--- config.mk ---
export PLATFORM = sky130hd
export DESIGN_NAME = bsc_spinup
export DESIGN_NICKNAME = d
export VERILOG_FILES = /design/src/core/bsc_pkg.sv /design/src/core/bsc_duty_filter.sv /design/src/core/bsc_phase_pwm.sv /design/src/core/bsc_spinup.sv
export VERILOG_INCLUDE_DIRS = /design/src /design/src/core
export SDC_FILE = /design/constraint.sdc
export NUM_CORES = 2
export LEC_CHECK = 0
export ABC_CLOCK_PERIOD_IN_PS = 36900
export BUFFER_PORTS_ARGS = -buffer_cell sky130_fd_sc_hd__buf_2
export CAP_MARGIN = 10
export CORE_MARGIN = 2
export CORE_UTILIZATION = 60
export CTS_BUF_LIST = sky130_fd_sc_hd__clkbuf_4
export DETAILED_ROUTE_END_ITERATION = 10
export HOLD_SLACK_MARGIN = 0.05
export PLACE_DENSITY = 0.79
export SETUP_SLACK_MARGIN = 0.15
export SYNTH_ARGS = -nofsm -noshare
export SYNTH_HDL_FRONTEND = slang
export SYNTH_SLANG_ARGS = --single-unit
--- constraint.sdc ---
create_clock -name sys_clk -period 36.9 [get_ports sys_clk]
set_input_delay 7.38 -clock sys_clk [delete_from_list [all_inputs] [get_ports sys_clk]]
set_output_delay 7.38 -clock sys_clk [all_outputs]
set_load 0.005 [all_outputs]
--- src/core/bsc_defines.svh ---
// Constants for the speed-command and spin-up block
`ifndef BSC_DEFINES_SVH
`define BSC_DEFINES_SVH
// ----------------------------------------
// Register map (byte addresses)
// ----------------------------------------
`define BSC_ADDR_CONFIG 8'h00
`define BSC_ADDR_STATUS 8'h04
`define BSC_ADDR_FREQ   8'h08
`define BSC_CONFIG_RESET 32'h0000_0ff0
// Config field positions
`define BSC_MIN_LSB   0
`define BSC_HO_LSB    4
`define BSC_TARA_LSB  8
// ----------------------------------------
// Duty levels in 1/512 units
// ----------------------------------------
`define BSC_DUTY_STANDBY 9'h008
`define BSC_DUTY_MIN5    9'h01a
`define BSC_DUTY_MIN10   9'h033
`define BSC_DUTY_MIN13   9'h043
`define BSC_DUTY_SUP43   9'h0dc
`define BSC_DUTY_SUP50   9'h100
`define BSC_DUTY_SUP60   9'h133
`define BSC_DUTY_SUP75   9'h180
`define BSC_DUTY_SUP100  9'h1ff
// ----------------------------------------
// Timing
// ----------------------------------------
`define BSC_CLK_HZ        20000000
`define BSC_PWM_HZ        25000
`define BSC_PWM_CYCLES    (`BSC_CLK_HZ / `BSC_PWM_HZ)
`define BSC_MS_US         1000
`define BSC_US_CYCLES     (`BSC_CLK_HZ / 1000000)
`define BSC_TAU_MS        80
`define BSC_ALIGN_STEP_MS 40
`define BSC_HO_STEP_MHZ   12500
`define BSC_ACC_BASE_MHZ  160
`define BSC_ACC_STEP_MHZ  10
`endif

--- src/core/bsc_pkg.sv ---
// Types for the speed-command and spin-up block
package bsc_pkg;
  // Start-up sequence states
  typedef enum logic [1:0]
  {
    BSC_STANDBY,
    BSC_ALIGN,
    BSC_OPEN_LOOP,
    BSC_CLOSED_LOOP
  } bsc_state_e;
endpackage

--- src/core/bsc_duty_filter.sv ---
// First-order low-pass filter of the measured duty
`timescale 1ns/1ps
`default_nettype none
module bsc_duty_filter #(
  parameter int STEP_CYCLES = 100000,
  parameter int SHIFT       = 4
)(
  // Clock and reset
  input  wire logic       sys_clk,
  input  wire logic       reset,
  // Raw and filtered duty
  input  wire logic [8:0] duty_raw,
  output logic      [8:0] duty_filt
);
  initial if (STEP_CYCLES < 1 || STEP_CYCLES > 131072 || SHIFT < 1 || SHIFT > 8)
    $error("bad filter setting");
  logic [16:0] acc;     // Filter state with SHIFT fraction bits
  logic [16:0] step_cnt; // Update interval counter
  wire         step_now = (step_cnt == 17'(STEP_CYCLES - 1));
  wire  [17:0] target   = {1'b0, duty_raw, 8'h00} >> (8 - SHIFT);
  wire  [17:0] delta    = target - {1'b0, acc};
  // Tau equals STEP_CYCLES times 2^SHIFT clocks
  always_ff @(posedge sys_clk or posedge reset)
  begin
    if (reset)
    begin
      acc      <= 17'h0;
      step_cnt <= 17'h0;
    end
    else
    begin
      step_cnt <= step_now ? 17'h0 : step_cnt + 17'h1;
      if (step_now)
        acc <= acc + 17'($signed(delta) >>> SHIFT);
    end
  end
  assign duty_filt = acc[SHIFT +: 9];
endmodule
`default_nettype wire

--- src/core/bsc_phase_pwm.sv ---
// Three-phase fixed-frequency PWM generator
`timescale 1ns/1ps
`default_nettype none
module bsc_phase_pwm #(
  parameter int PERIOD = 800
)(
  // Clock and reset
  input  wire logic        sys_clk,
  input  wire logic        reset,
  // Phase levels in 1/512 units, U in bits 8:0
  input  wire logic [26:0] level,
  // Pin drive
  output logic      [2:0]  phase_out
);
  initial if (PERIOD < 2 || PERIOD > 1023) $error("bad pwm period");
  logic [9:0] cnt; // Carrier counter
  // Free-running carrier
  always_ff @(posedge sys_clk or posedge reset)
  begin
    if (reset)
      cnt <= 10'h0;
    else
      cnt <= (cnt == 10'(PERIOD - 1)) ? 10'h0 : cnt + 10'h1;
  end
  // One comparator per phase
  genvar p;
  generate
    for (p = 0; p < 3; p++)
    begin : g_ph
      wire [19:0] thr = (20'(level[9*p +: 9]) * 20'(PERIOD)) >> 9;
      always_ff @(posedge sys_clk or posedge reset)
      begin
        if (reset)
          phase_out[p] <= 1'b0;
        else
          phase_out[p] <= (20'(cnt) < thr);
      end
    end
  endgenerate
endmodule
`default_nettype wire

--- src/core/bsc_spinup.sv ---
// Speed-command shaping and start-up sequencer top
`timescale 1ns/1ps
`default_nettype none
`include "bsc_defines.svh"
module bsc_spinup #(
  parameter int SAMPLE_CYCLES = 4,
  parameter int FILT_STEP     = 100000,
  parameter int MS_CYCLES     = 20000
)(
  // Clock and reset
  input  wire logic                 sys_clk,
  input  wire logic                 reset,
  // AXI4-Lite write address
  input  wire logic [7:0]           s_axi_awaddr,
  input  wire logic                 s_axi_awvalid,
  output logic                      s_axi_awready,
  // AXI4-Lite write data
  input  wire logic [31:0]          s_axi_wdata,
  input  wire logic [3:0]           s_axi_wstrb,
  input  wire logic                 s_axi_wvalid,
  output logic                      s_axi_wready,
  // AXI4-Lite write response
  output logic [1:0]                s_axi_bresp,
  output logic                      s_axi_bvalid,
  input  wire logic                 s_axi_bready,
  // AXI4-Lite read address
  input  wire logic [7:0]           s_axi_araddr,
  input  wire logic                 s_axi_arvalid,
  output logic                      s_axi_arready,
  // AXI4-Lite read data
  output logic [31:0]               s_axi_rdata,
  output logic [1:0]                s_axi_rresp,
  output logic                      s_axi_rvalid,
  input  wire logic                 s_axi_rready,
  // Command and strap pins
  input  wire logic                 pwm_in,
  input  wire logic                 direction_sel,
  input  wire logic [2:0]           supply_band,
  // Motor phase pins
  output logic [2:0]                phase_out,
  output logic [2:0]                phase_drive_en,
  // Status
  output bsc_pkg::bsc_state_e       state
);
  import bsc_pkg::*;

  initial if (SAMPLE_CYCLES < 1 || SAMPLE_CYCLES > 65536 || MS_CYCLES < 2 ||
              MS_CYCLES > 65536 || FILT_STEP < 1) $error("bad timing");

  // ----------------------------------------
  // Configuration register
  // ----------------------------------------
  logic [31:0] config_reg;        // Start-up settings
  wire  [1:0]  min_duty_sel     = config_reg[`BSC_MIN_LSB +: 2];
  wire  [3:0]  handoff_raw      = config_reg[`BSC_HO_LSB +: 4];
  wire  [3:0]  align_raw        = config_reg[`BSC_TARA_LSB +: 4];
  // Reserved code 0 behaves as code 1
  wire  [3:0]  handoff_freq_sel = (handoff_raw == 4'h0) ? 4'h1 : handoff_raw;
  wire  [3:0]  align_accel_sel  = (align_raw == 4'h0) ? 4'h1 : align_raw;

  // ----------------------------------------
  // AXI4-Lite slave
  // ----------------------------------------
  logic        aw_held;           // Write address taken
  logic [7:0]  aw_addr;           // Held write address
  logic        w_held;            // Write data taken
  logic [31:0] w_data;            // Held write data
  logic [3:0]  w_strb;            // Held strobes
  wire         wr_go    = aw_held && w_held && !s_axi_bvalid;
  wire         wr_hit   = (aw_addr == `BSC_ADDR_CONFIG);
  wire         wr_ro    = (aw_addr == `BSC_ADDR_STATUS) || (aw_addr == `BSC_ADDR_FREQ);
  wire         rd_go    = s_axi_arvalid && s_axi_arready;
  wire         rd_hit   = (s_axi_araddr == `BSC_ADDR_CONFIG) || (s_axi_araddr == `BSC_ADDR_STATUS)
                          || (s_axi_araddr == `BSC_ADDR_FREQ);
  logic [31:0] status_word;       // State and command readback
  logic [31:0] freq_mhz;          // Commutation rate in mHz
  wire  [31:0] rd_word  = (s_axi_araddr == `BSC_ADDR_CONFIG) ? config_reg :
                          (s_axi_araddr == `BSC_ADDR_STATUS) ? status_word :
                          (s_axi_araddr == `BSC_ADDR_FREQ)   ? freq_mhz : 32'h0;
  logic [31:0] strb_mask;         // Byte-lane mask from strobes

  assign s_axi_awready = !aw_held;
  assign s_axi_wready  = !w_held;
  assign s_axi_arready = !s_axi_rvalid;

  // Expand byte strobes into a bit mask
  always_comb
  begin
    strb_mask = {{8{w_strb[3]}}, {8{w_strb[2]}}, {8{w_strb[1]}}, {8{w_strb[0]}}};
  end

  // Address and data capture in either order, then respond
  always_ff @(posedge sys_clk or posedge reset)
  begin
    if (reset)
    begin
      aw_held      <= 1'b0;
      aw_addr      <= 8'h00;
      w_held       <= 1'b0;
      w_data       <= 32'h0;
      w_strb       <= 4'h0;
      s_axi_bvalid <= 1'b0;
      s_axi_bresp  <= 2'b00;
      config_reg   <= `BSC_CONFIG_RESET;
    end
    else
    begin
      if (s_axi_awvalid && s_axi_awready)
      begin
        aw_held <= 1'b1;
        aw_addr <= s_axi_awaddr;
      end
      if (s_axi_wvalid && s_axi_wready)
      begin
        w_held <= 1'b1;
        w_data <= s_axi_wdata;
        w_strb <= s_axi_wstrb;
      end
      if (wr_go)
      begin
        aw_held      <= 1'b0;
        w_held       <= 1'b0;
        s_axi_bvalid <= 1'b1;
        s_axi_bresp  <= (wr_hit || wr_ro) ? 2'b00 : 2'b10;
        if (wr_hit)
          config_reg <= ((config_reg & ~strb_mask) | (w_data & strb_mask)) & 32'h0000_0ff3;
      end
      else if (s_axi_bvalid && s_axi_bready)
        s_axi_bvalid <= 1'b0;
    end
  end

  // Read channel
  always_ff @(posedge sys_clk or posedge reset)
  begin
    if (reset)
    begin
      s_axi_rvalid <= 1'b0;
      s_axi_rdata  <= 32'h0;
      s_axi_rresp  <= 2'b00;
    end
    else if (rd_go)
    begin
      s_axi_rvalid <= 1'b1;
      s_axi_rdata  <= rd_word;
      s_axi_rresp  <= rd_hit ? 2'b00 : 2'b10;
    end
    else if (s_axi_rvalid && s_axi_rready)
      s_axi_rvalid <= 1'b0;
  end

  // ----------------------------------------
  // Duty measurement and filtering
  // ----------------------------------------
  logic [15:0] samp_cnt;          // Sample spacing counter
  logic [8:0]  samp_idx;          // Sample number in window
  logic [9:0]  ones;              // High samples in window
  logic [8:0]  duty_raw;          // Last window result
  logic [8:0]  duty_filt;         // Filtered command
  wire         samp_now = (samp_cnt == 16'(SAMPLE_CYCLES - 1));
  wire  [9:0]  ones_nx  = ones + {9'h0, pwm_in};

  // Count high samples over 512 samples, clamp to 511
  always_ff @(posedge sys_clk or posedge reset)
  begin
    if (reset)
    begin
      samp_cnt <= 16'h0;
      samp_idx <= 9'h0;
      ones     <= 10'h0;
      duty_raw <= 9'h0;
    end
    else
    begin
      samp_cnt <= samp_now ? 16'h0 : samp_cnt + 16'h1;
      if (samp_now)
      begin
        samp_idx <= samp_idx + 9'h1;
        if (samp_idx == 9'h1ff)
        begin
          duty_raw <= ones_nx[9] ? 9'h1ff : ones_nx[8:0];
          ones     <= 10'h0;
        end
        else
          ones <= ones_nx;
      end
    end
  end

  bsc_duty_filter #(
    .STEP_CYCLES (FILT_STEP),
    .SHIFT       (4)
  ) u_filter (
    .sys_clk   (sys_clk),
    .reset     (reset),
    .duty_raw  (duty_raw),
    .duty_filt (duty_filt)
  );

  // ----------------------------------------
  // Command shaping
  // ----------------------------------------
  wire  [8:0] min_duty   = (min_duty_sel == 2'd1) ? `BSC_DUTY_MIN5 :
                           (min_duty_sel == 2'd2) ? `BSC_DUTY_MIN10 :
                           (min_duty_sel == 2'd3) ? `BSC_DUTY_MIN13 : 9'h000;
  wire        go_standby = (duty_filt < `BSC_DUTY_STANDBY);
  wire  [8:0] run_duty   = (duty_filt > min_duty) ? duty_filt : min_duty;
  wire  [8:0] supply_duty = (supply_band == 3'd4) ? `BSC_DUTY_SUP43 :
                            (supply_band == 3'd3) ? `BSC_DUTY_SUP50 :
                            (supply_band == 3'd2) ? `BSC_DUTY_SUP60 :
                            (supply_band == 3'd1) ? `BSC_DUTY_SUP75 : `BSC_DUTY_SUP100;

  // ----------------------------------------
  // Start-up timing
  // ----------------------------------------
  logic [15:0] ms_cnt;            // Millisecond prescaler
  logic [4:0]  us_cnt;            // Microsecond prescaler
  logic [15:0] align_ms;          // Milliseconds spent aligning
  wire         ms_tick = (ms_cnt == 16'(MS_CYCLES - 1));
  wire         us_tick = (us_cnt == 5'(`BSC_US_CYCLES - 1));
  wire  [15:0] align_len = 16'(align_accel_sel) * 16'(`BSC_ALIGN_STEP_MS);
  wire  [31:0] accel_mhz = 32'(`BSC_ACC_BASE_MHZ - `BSC_ACC_STEP_MHZ * align_accel_sel);
  wire  [31:0] handoff_freq = 32'(handoff_freq_sel) * 32'(`BSC_HO_STEP_MHZ);
  // Per-microsecond angle step, about f_mHz * 2^32 / 1e9
  wire  [45:0] step_wide = 46'(freq_mhz) * 46'd4398;
  wire  [31:0] angle_step = step_wide[41:10];
  logic [31:0] angle;             // Electrical angle of phase U
  bsc_state_e  next_state;        // Sequencer next state

  // Millisecond prescaler waits in standby, so alignment spans whole milliseconds
  always_ff @(posedge sys_clk or posedge reset)
  begin
    if (reset)
    begin
      ms_cnt <= 16'h0;
      us_cnt <= 5'h0;
    end
    else
    begin
      ms_cnt <= (ms_tick || state == BSC_STANDBY) ? 16'h0 : ms_cnt + 16'h1;
      us_cnt <= us_tick ? 5'h0 : us_cnt + 5'h1;
    end
  end

  // Sequencer transitions
  always_comb
  begin
    next_state = state;
    unique case (state)
      BSC_STANDBY:
        if (!go_standby)
          next_state = BSC_ALIGN;
      BSC_ALIGN:
        if (go_standby)
          next_state = BSC_STANDBY;
        else if (ms_tick && (align_ms + 16'h1 >= align_len))
          next_state = BSC_OPEN_LOOP;
      BSC_OPEN_LOOP:
        if (go_standby)
          next_state = BSC_STANDBY;
        else if (freq_mhz >= handoff_freq)
          next_state = BSC_CLOSED_LOOP;
      BSC_CLOSED_LOOP:
        if (go_standby)
          next_state = BSC_STANDBY;
    endcase
  end

  // State, alignment timer, rate ramp and angle
  always_ff @(posedge sys_clk or posedge reset)
  begin
    if (reset)
    begin
      state    <= BSC_STANDBY;
      align_ms <= 16'h0;
      freq_mhz <= 32'h0;
      angle    <= 32'h0;
    end
    else
    begin
      state    <= next_state;
      align_ms <= (state == BSC_ALIGN && ms_tick) ? align_ms + 16'h1 :
                  (state == BSC_ALIGN) ? align_ms : 16'h0;
      if (state == BSC_OPEN_LOOP && ms_tick && freq_mhz < handoff_freq)
        freq_mhz <= freq_mhz + accel_mhz;
      else if (state == BSC_STANDBY || state == BSC_ALIGN)
        freq_mhz <= 32'h0;
      if (state == BSC_STANDBY || state == BSC_ALIGN)
        angle <= 32'h0;
      else if (us_tick)
        angle <= angle + angle_step;
    end
  end

  // ----------------------------------------
  // Waveform synthesis
  // ----------------------------------------
  // Sine table, 16 points, 1..255 around 128
  function automatic logic [7:0] sine16(input logic [3:0] idx);
    logic [7:0] v;
    v = 8'h80;
    unique case (idx)
      4'h0: v = 8'h80;
      4'h1: v = 8'hb1;
      4'h2: v = 8'hda;
      4'h3: v = 8'hf6;
      4'h4: v = 8'hff;
      4'h5: v = 8'hf6;
      4'h6: v = 8'hda;
      4'h7: v = 8'hb1;
      4'h8: v = 8'h80;
      4'h9: v = 8'h4f;
      4'ha: v = 8'h26;
      4'hb: v = 8'h0a;
      4'hc: v = 8'h01;
      4'hd: v = 8'h0a;
      4'he: v = 8'h26;
      4'hf: v = 8'h4f;
    endcase
    return v;
  endfunction

  // Second and third phase lag by a third or two thirds
  wire [31:0] ang_v  = direction_sel ? angle - 32'h5555_5555 : angle - 32'haaaa_aaaa;
  wire [31:0] ang_w  = direction_sel ? angle - 32'haaaa_aaaa : angle - 32'h5555_5555;
  wire [7:0]  s_u    = sine16(angle[31:28]);
  wire [7:0]  s_v    = sine16(ang_v[31:28]);
  wire [7:0]  s_w    = sine16(ang_w[31:28]);
  // Clamp lowest phase to zero so one output is always grounded
  wire [7:0]  s_min  = (s_u < s_v) ? ((s_u < s_w) ? s_u : s_w) : ((s_v < s_w) ? s_v : s_w);
  wire [8:0]  amp    = (state == BSC_CLOSED_LOOP) ? run_duty : supply_duty;
  wire [16:0] lv_u   = 17'(s_u - s_min) * 17'(amp);
  wire [16:0] lv_v   = 17'(s_v - s_min) * 17'(amp);
  wire [16:0] lv_w   = 17'(s_w - s_min) * 17'(amp);
  logic [26:0] level;             // Phase levels W,V,U

  // Align holds U low and drives V and W at the supply duty
  always_comb
  begin
    unique case (state)
      BSC_STANDBY:
        level = 27'h0;
      BSC_ALIGN:
        level = {supply_duty, supply_duty, 9'h000};
      default:
        level = {lv_w[16:8], lv_v[16:8], lv_u[16:8]};
    endcase
  end

  bsc_phase_pwm #(
    .PERIOD (`BSC_PWM_CYCLES)
  ) u_pwm (
    .sys_clk   (sys_clk),
    .reset     (reset),
    .level     (level),
    .phase_out (phase_out)
  );

  // Outputs released in standby
  always_ff @(posedge sys_clk or posedge reset)
  begin
    if (reset)
      phase_drive_en <= 3'b000;
    else
      phase_drive_en <= (next_state == BSC_STANDBY) ? 3'b000 : 3'b111;
  end

  // Status readback: state in 1:0, filtered duty in 24:16
  always_comb
  begin
    status_word = {7'h0, duty_filt, 14'h0, state};
  end
endmodule
`default_nettype wire

* Yosys cells after proc, flatten, opt, wreduce, memory -nomap -nowiden *
Memory sizes are Yosys's and may differ from the RTL's.
Index checks and enable logic that the tools add are counted.

word-level totals
  flip-flop bits (word level) = 269
  memory bits (read-only) = 384
  input bits = 64
  output and inout port bits = 49
  word-level logic and storage cells = 181
  memories kept = 3

memories
  memory           words  bits a word  read ports  clocked after memory_dff  write ports  line               text
  (no name shown)  16     8            1           0                         0            bsc_spinup.sv:302  unique case (idx)
  (no name shown)  16     8            1           0                         0            bsc_spinup.sv:302
  (no name shown)  16     8            1           0                         0            bsc_spinup.sv:302

cells by class
  add/sub/neg operators = 18
  multiply operators = 10
  $lt $le $gt $ge = 11
  equality and inequality tests = 21
  multiplexer cells = 51
  bitwise operators = 4
  reduce and logical (&&, ||, !) cells = 35

operator list
  cell                                                                    count
  32-bit 2-to-1 mux                                                       9
  32-bit adder                                                            2
  16-bit 2-to-1 mux                                                       4
  27-bit case mux with 2 select lines                                     1
  9-bit by 10-bit multiplier with 17-bit output                           3
  16-bit by 1-bit adder with 16-bit output (second input constant)        3
  9-bit by 5-bit multiplier with 14-bit output (second input constant)    3
  32-bit by 12-bit multiplier with 41-bit output (second input constant)  1
  8-bit 2-to-1 mux                                                        5
  9-bit 2-to-1 mux                                                        4
  32-bit by 18-bit >= comparator with 1-bit output                        1
  32-bit by 18-bit less-than comparator with 1-bit output                 1
  32-bit by 31-bit subtractor with 32-bit output (second input constant)  1
  32-bit subtractor (second input constant)                               1
  10-bit less-than comparator                                             3
  7-bit 2-to-1 mux                                                        4
  8-bit by 8-bit subtractor with 9-bit output                             3
  12-bit AND                                                              2
  8-bit less-than comparator                                              3
  10-bit 2-to-1 mux                                                       2
  13-bit by 17-bit subtractor with 18-bit output                          1
  17-bit by 1-bit adder with 17-bit output (second input constant)        1
  17-bit adder                                                            1
  17-bit == test (second input constant)                                  1
  other kinds (41)                                                        90

* Longest topological paths before layout *
  depth after elaboration = 11
  mapped depth = 69
  mapped depth without buffers = 67

* Hierarchy *
A second synthesis with hierarchy kept.

unflattened totals
  cells, all modules = 4003
  area total of the unflattened synthesis = 35637.9 um^2

by module, submodules not included
  module           times used  cells each  area an instance (um^2)  sequential area each (um^2)
  bsc_spinup       1           3333        29592.1                  5390.2
  bsc_phase_pwm    1           366         3354.5                   325.3
  bsc_duty_filter  1           304         2691.3                   850.8

* Least setup slack after synthesis *
No wires, ideal clock.

  path kind = input port to flip-flop
  from = input direction_sel
  to = register u_pwm.phase_out[2]
  setup time = 77 ps
  arrival time = 19981 ps
  data required time = 36823 ps
  path slack = 16841 ps
  cell stages on the path = 61
  buffers on the path = 1
  cell sequence = clkbuf_1 -> inv_1 -> nor4_1 -> a21oi_1 -> xnor2_1 -> inv_1 -> ha_1 -> mux2_2 -> mux2i_1 -> inv_1 -> ha_1 -> a211oi_1 -> nand2_1 -> o221ai_1 -> or2_2 -> o22ai_1 -> a31oi_1 -> ha_1 -> [... 25 more ...] -> xor2_1 -> a21oi_1 -> ha_1 -> ha_1 -> inv_1 -> fa_1 -> inv_1 -> ha_1 -> and2_1 -> o21ai_0 -> nand2b_1 -> a21oi_1 -> xnor2_1 -> ha_1 -> nor2b_1 -> o21ai_0 -> nand2b_1 -> a21oi_1

on the way
  longest elaborated chain between the ends = 10
  elaborated cells on any way between the ends = 15
  classes of those cells = add/sub: 1; mul: 2; order compare: 4; mux: 6; memory: 2

RTL lines
  item                                               line                                  text
  start: declaration                                 bsc_spinup.sv:37                      input wire logic direction_sel,
  32-bit 2-to-1 mux (on tied branches)               bsc_spinup.sv:324, bsc_spinup.sv:325
  memory read 16 x 8 bit                             -
  8-bit less-than comparator                         bsc_spinup.sv:330                     wire [7:0] s_min = (s_u < s_v) ? ((s_u < s_w) ? s_u : s_w) : ((s_v < s_w) ? s_v : s_w);
  8-bit 2-to-1 mux (2 in a row)                      bsc_spinup.sv:330
  8-bit by 8-bit subtractor with 9-bit output (*)    bsc_spinup.sv:334                     wire [16:0] lv_w = 17'(s_w - s_min) * 17'(amp);
  9-bit by 10-bit multiplier with 17-bit output (*)  bsc_spinup.sv:334
  27-bit case mux with 2 select lines (*)            bsc_spinup.sv:340                     unique case (state)
  9-bit by 5-bit multiplier with 14-bit output (*)   bsc_phase_pwm.sv:30                   wire [19:0] thr = (20'(level[9*p +: 9]) * 20'(PERIOD)) >> 9;
  10-bit less-than comparator (*)                    bsc_phase_pwm.sv:36                   phase_out[p] <= (20'(cnt) < thr);
  end signal: indexed assignment                     bsc_phase_pwm.sv:36
  end: declaration                                   bsc_phase_pwm.sv:13                   output logic [2:0] phase_out

Mark *: on every way between the ends. The rest lies on a longest branch, timed or not.
A chain may end at the register's enable or synchronous reset.

* Worst setup path after layout *
  from = input direction_sel
  to = register u_pwm.phase_out[0]

on the way
  longest elaborated chain between the ends = 10
  elaborated cells on any way between the ends = 15
  classes of those cells = add/sub: 1; mul: 2; order compare: 4; mux: 6; memory: 2

RTL lines
  item                                               line                                  text
  32-bit 2-to-1 mux (on tied branches)               bsc_spinup.sv:324, bsc_spinup.sv:325
  memory read 16 x 8 bit                             -
  8-bit less-than comparator                         bsc_spinup.sv:330
  8-bit 2-to-1 mux                                   bsc_spinup.sv:330
  8-bit 2-to-1 mux (*)                               bsc_spinup.sv:330
  8-bit by 8-bit subtractor with 9-bit output (*)    bsc_spinup.sv:332                     wire [16:0] lv_u = 17'(s_u - s_min) * 17'(amp);
  9-bit by 10-bit multiplier with 17-bit output (*)  bsc_spinup.sv:332
  27-bit case mux with 2 select lines (*)            bsc_spinup.sv:340
  9-bit by 5-bit multiplier with 14-bit output (*)   bsc_phase_pwm.sv:30
  10-bit less-than comparator (*)                    bsc_phase_pwm.sv:36

Marks and branches as above.

==> load_flow_metrics.sql <==
INSERT INTO impl_metrics (metric_group, metric, value, unit) VALUES
('run_status', 'status', 'finished clean', ''),
('flow_run', 'max_capacitance_violation_total', '0', ''),
('cts', 'cts_sinks', '262', ''),
('die', 'floorplan.die.width', '246', 'um'),
('synth', 'synth_enable_flop_cells', '0', ''),
('route', 'avgRoutedWirePerCell', '16.2', 'um'),
('global_routing', 'globalRoute.totalOverflow', '0', ''),
('worst_hold_path', 'hold_class', 'flip-flop to flip-flop', ''),
('final_layout', 'drive_gt1_share', '8.28', '%'),
('route', 'route.detailed.drc', '0', ''),
('die', 'die_height', '246', 'um'),
('final_layout', 'final_cell_mix', 'sky130_fd_sc_hd__ha_1, sky130_fd_sc_hd__inv_1, sky130_fd_sc_hd__nand2_1', ''),
('worst_hold_path', 'worst_hold_depth', '1', ''),
('synth', 'total_of_flip_flops_plus_latches_after_synthesis', '262', ''),
('worst_setup_path', 'reg2regPathDepth', '63', ''),
('cts', 'postCtsResizedCells', '0', ''),
('worst_setup_path', 'worstReg2RegStart', 'angle[28]$_DFFE_PP0P_', ''),
('synth', 'synth_largest_area_cell', 'sky130_fd_sc_hd__ha_1', ''),
('die', 'initial_utilization', '60.8', '%'),
('place', 'dpl_hpwl', '62400', 'um'),
('synth', 'leading_register_cell_type_out_of_synthesis', 'sky130_fd_sc_hd__dfrtp_1', ''),
('final_layout', 'design.final.nets', '4981', ''),
('sta', 'timing.clock.skew', '0.0616', 'ns'),
('pwr', 'cellLeakagePower', '19.8', 'nW'),
('final_layout', 'instances_no_fill', '4872', ''),
('route', 'vias', '27800', ''),
('place', 'dp_cells', '4748', ''),
('final_layout', 'finish.instance_area', '37200', 'um^2'),
('cts', 'tritoncts', 'built', ''),
('die', 'floorplan.die_area', '60400', 'um^2'),
('cts', 'ctsLongestPathBuffers', '3', ''),
('worst_setup_path', 'critPathRequiredTime', '37.52', 'ns'),
('final_layout', 'area.growth.synth_to_final', '6.13', '%'),
('final_layout', 'final_util', '64.5', '%'),
('global_routing', 'globalRouteMet3Util', '3.75', '%'),
('die', 'row_count', '88', ''),
('global_routing', 'groute.layer.met2.usage', '44.0', '%'),
('worst_setup_path', 'maximum_fanout_count_along_the_critical_path', '12', ''),
('global_routing', 'grt_antenna_before_repair', '2', ''),
('cts', 'clkLatencyLatePin', '0.78', 'ns'),
('die', 'coreArea', '57700', 'um^2'),
('sta', 'timing_worst_slew_pin_value', '1.17', 'ns'),
('sta', 'finalSetupViolations', '0', ''),
('sta', 'finalCritPeriodShare', '58.3', '%'),
('synth', 'netlist_top_cells_area', 'sky130_fd_sc_hd__ha_1, sky130_fd_sc_hd__dfrtp_1, sky130_fd_sc_hd__fa_1, sky130_fd_sc_hd__inv_1, sky130_fd_sc_hd__xnor2_1', ''),
('synth', 'async_reset_ff_share', '100', '%'),
('worst_setup_path', 'critical_path_capture_point_type', 'flip-flop', ''),
('worst_hold_path', 'timing.hold.worst_endpoint', 'us_cnt[0]$_DFF_PP0_', ''),
('sta', 'drv_slew', '0', ''),
('route', 'drt_pass1_iterations', '5', ''),
('synth', 'mappedNetlistArea', '35100', 'um^2'),
('place', 'place.port_buffers', '86', ''),
('synth', 'yosysWarnings', '0', ''),
('worst_setup_path', 'crit_path_start_kind', 'primary input', ''),
('cts', 'cts-buffers-inserted', '71', ''),
('sta', 'grt_setup_unrepaired', 'false', ''),
('cts', 'post_cts_hold_buffer_count', '0', ''),
('worst_setup_path', 'critPathSlowestCell', 'sky130_fd_sc_hd__xnor2_1', ''),
('route', 'routed_via_density', '5.71', ''),
('global_routing', 'grt_use_met1', '36.9', '%'),
('worst_setup_path', 'critical_path.reg2reg.endpoint', 'u_pwm.phase_out[0]$_DFF_PP0_', ''),
('cts', 'post-cts-setup-buffers', '0', ''),
('worst_setup_path', 'cp_num_buf_inv', '6', ''),
('cts', 'max_h_tree_level', '3', ''),
('global_routing', 'grt_pass1_vias', '27900', ''),
('place', 'cell_area_placed', '36300', 'um^2'),
('pwr', 'power.density_cell_area', '90.1', 'nW/um^2'),
('sta', 'max_freq', '46.4', 'MHz'),
('die', 'ios', '113', ''),
('worst_setup_path', 'cpLargestDelayFamily', 'adder cells', ''),
('worst_setup_path', 'r2r_slack', '20.68', 'ns');
[synth_stat cells, types with 27 or more instances]
master	instances
sky130_fd_sc_hd__mux2i_1	30
sky130_fd_sc_hd__fa_1	275
sky130_fd_sc_hd__nor3_1	52
sky130_fd_sc_hd__nand2b_1	93
sky130_fd_sc_hd__a21o_1	98
sky130_fd_sc_hd__inv_1	492
sky130_fd_sc_hd__nand4_1	27
sky130_fd_sc_hd__and3_1	32
sky130_fd_sc_hd__ha_1	586
sky130_fd_sc_hd__nor2_1	323
sky130_fd_sc_hd__nor2b_1	39
sky130_fd_sc_hd__or2_2	39
sky130_fd_sc_hd__nand3_1	81
sky130_fd_sc_hd__dfrtp_1	254
sky130_fd_sc_hd__xnor2_1	179
sky130_fd_sc_hd__and2_1	46
sky130_fd_sc_hd__mux2_2	34
sky130_fd_sc_hd__clkbuf_1	87
sky130_fd_sc_hd__xor2_1	102
sky130_fd_sc_hd__a21oi_1	241
sky130_fd_sc_hd__o21ai_0	168
sky130_fd_sc_hd__nand2_1	342
[layout make-up]
class,instances,area (um^2)
Clock buffer,96,721
Sequential cell,262,6570
Antenna cell,2,5.00
Fill cell,4811,20500
Timing Repair Buffer,113,633
Inverter,495,1870
Tap cell,765,957
Clock inverter,26,194
Multi-Input combinational cell,3113,26300
[how the worst max path moves through the flow]
stage / start / to / slack [ns] / cells past startpoint
after floorplan: direction_sel / u_pwm.phase_out[2]$_DFF_PP0_ / 16.84 / 61
after global routing: direction_sel / u_pwm.phase_out[0]$_DFF_PP0_ / 14.13 / 59
after CTS: direction_sel / u_pwm.phase_out[0]$_DFF_PP0_ / 15.56 / 61
after global placement: direction_sel / u_pwm.phase_out[0]$_DFF_PP0_ / 15.04 / 59
after detailed placement: direction_sel / u_pwm.phase_out[0]$_DFF_PP0_ / 14.78 / 61
final: direction_sel / u_pwm.phase_out[0]$_DFF_PP0_ / 15.37 / 61
[power breakdown]
group | switching, mW | total, mW | leakage [nW] | internal, mW
Sequential | 0.0153 | 0.322 | 3.46 | 0.307
Clock | 0.133 | 0.276 | 0.532 | 0.142
Combinational | 1.53 | 2.76 | 15.8 | 1.23
Total | 1.68 | 3.35 | 19.8 | 1.68
[routing by layer]
layer  vias up  wire length [um]
met1     13400             35600
met2       714             36600
met3       169              4420
li1      13600                 -
met4         0              2220
met5         -                 0
[kinds of logic (layout without fill, tap and decap cells)]
logic type / Yosys count / after routing / share of synthesized area [%]
XOR/XNOR: 282 / 282 / 7.06
AND/OR/NAND/NOR: 1158 / 1158 / 15.8
adder cells (fa/ha/maj): 861 / 861 / 36.6
multiplexers: 65 / 65 / 2.01
flip-flops: 262 / 262 / 18.7
AO/OA/AOI/OAI: 744 / 744 / 13.4
other: 2 / 5 / 0.0214
buffers and inverters: 594 / 730 / 6.41
[per-stage QoR]
step           power [mW]  setup slack [ns]
3_3_place_gp         2.99             15.04
3_5_place_dp         3.04             14.78
5_1_grt              3.77             14.13
6_report             3.35             15.37
4_1_cts              3.35             15.56
2_1_floorplan        2.45             16.84
Note: power is estimated with default switching activity, not from simulation.
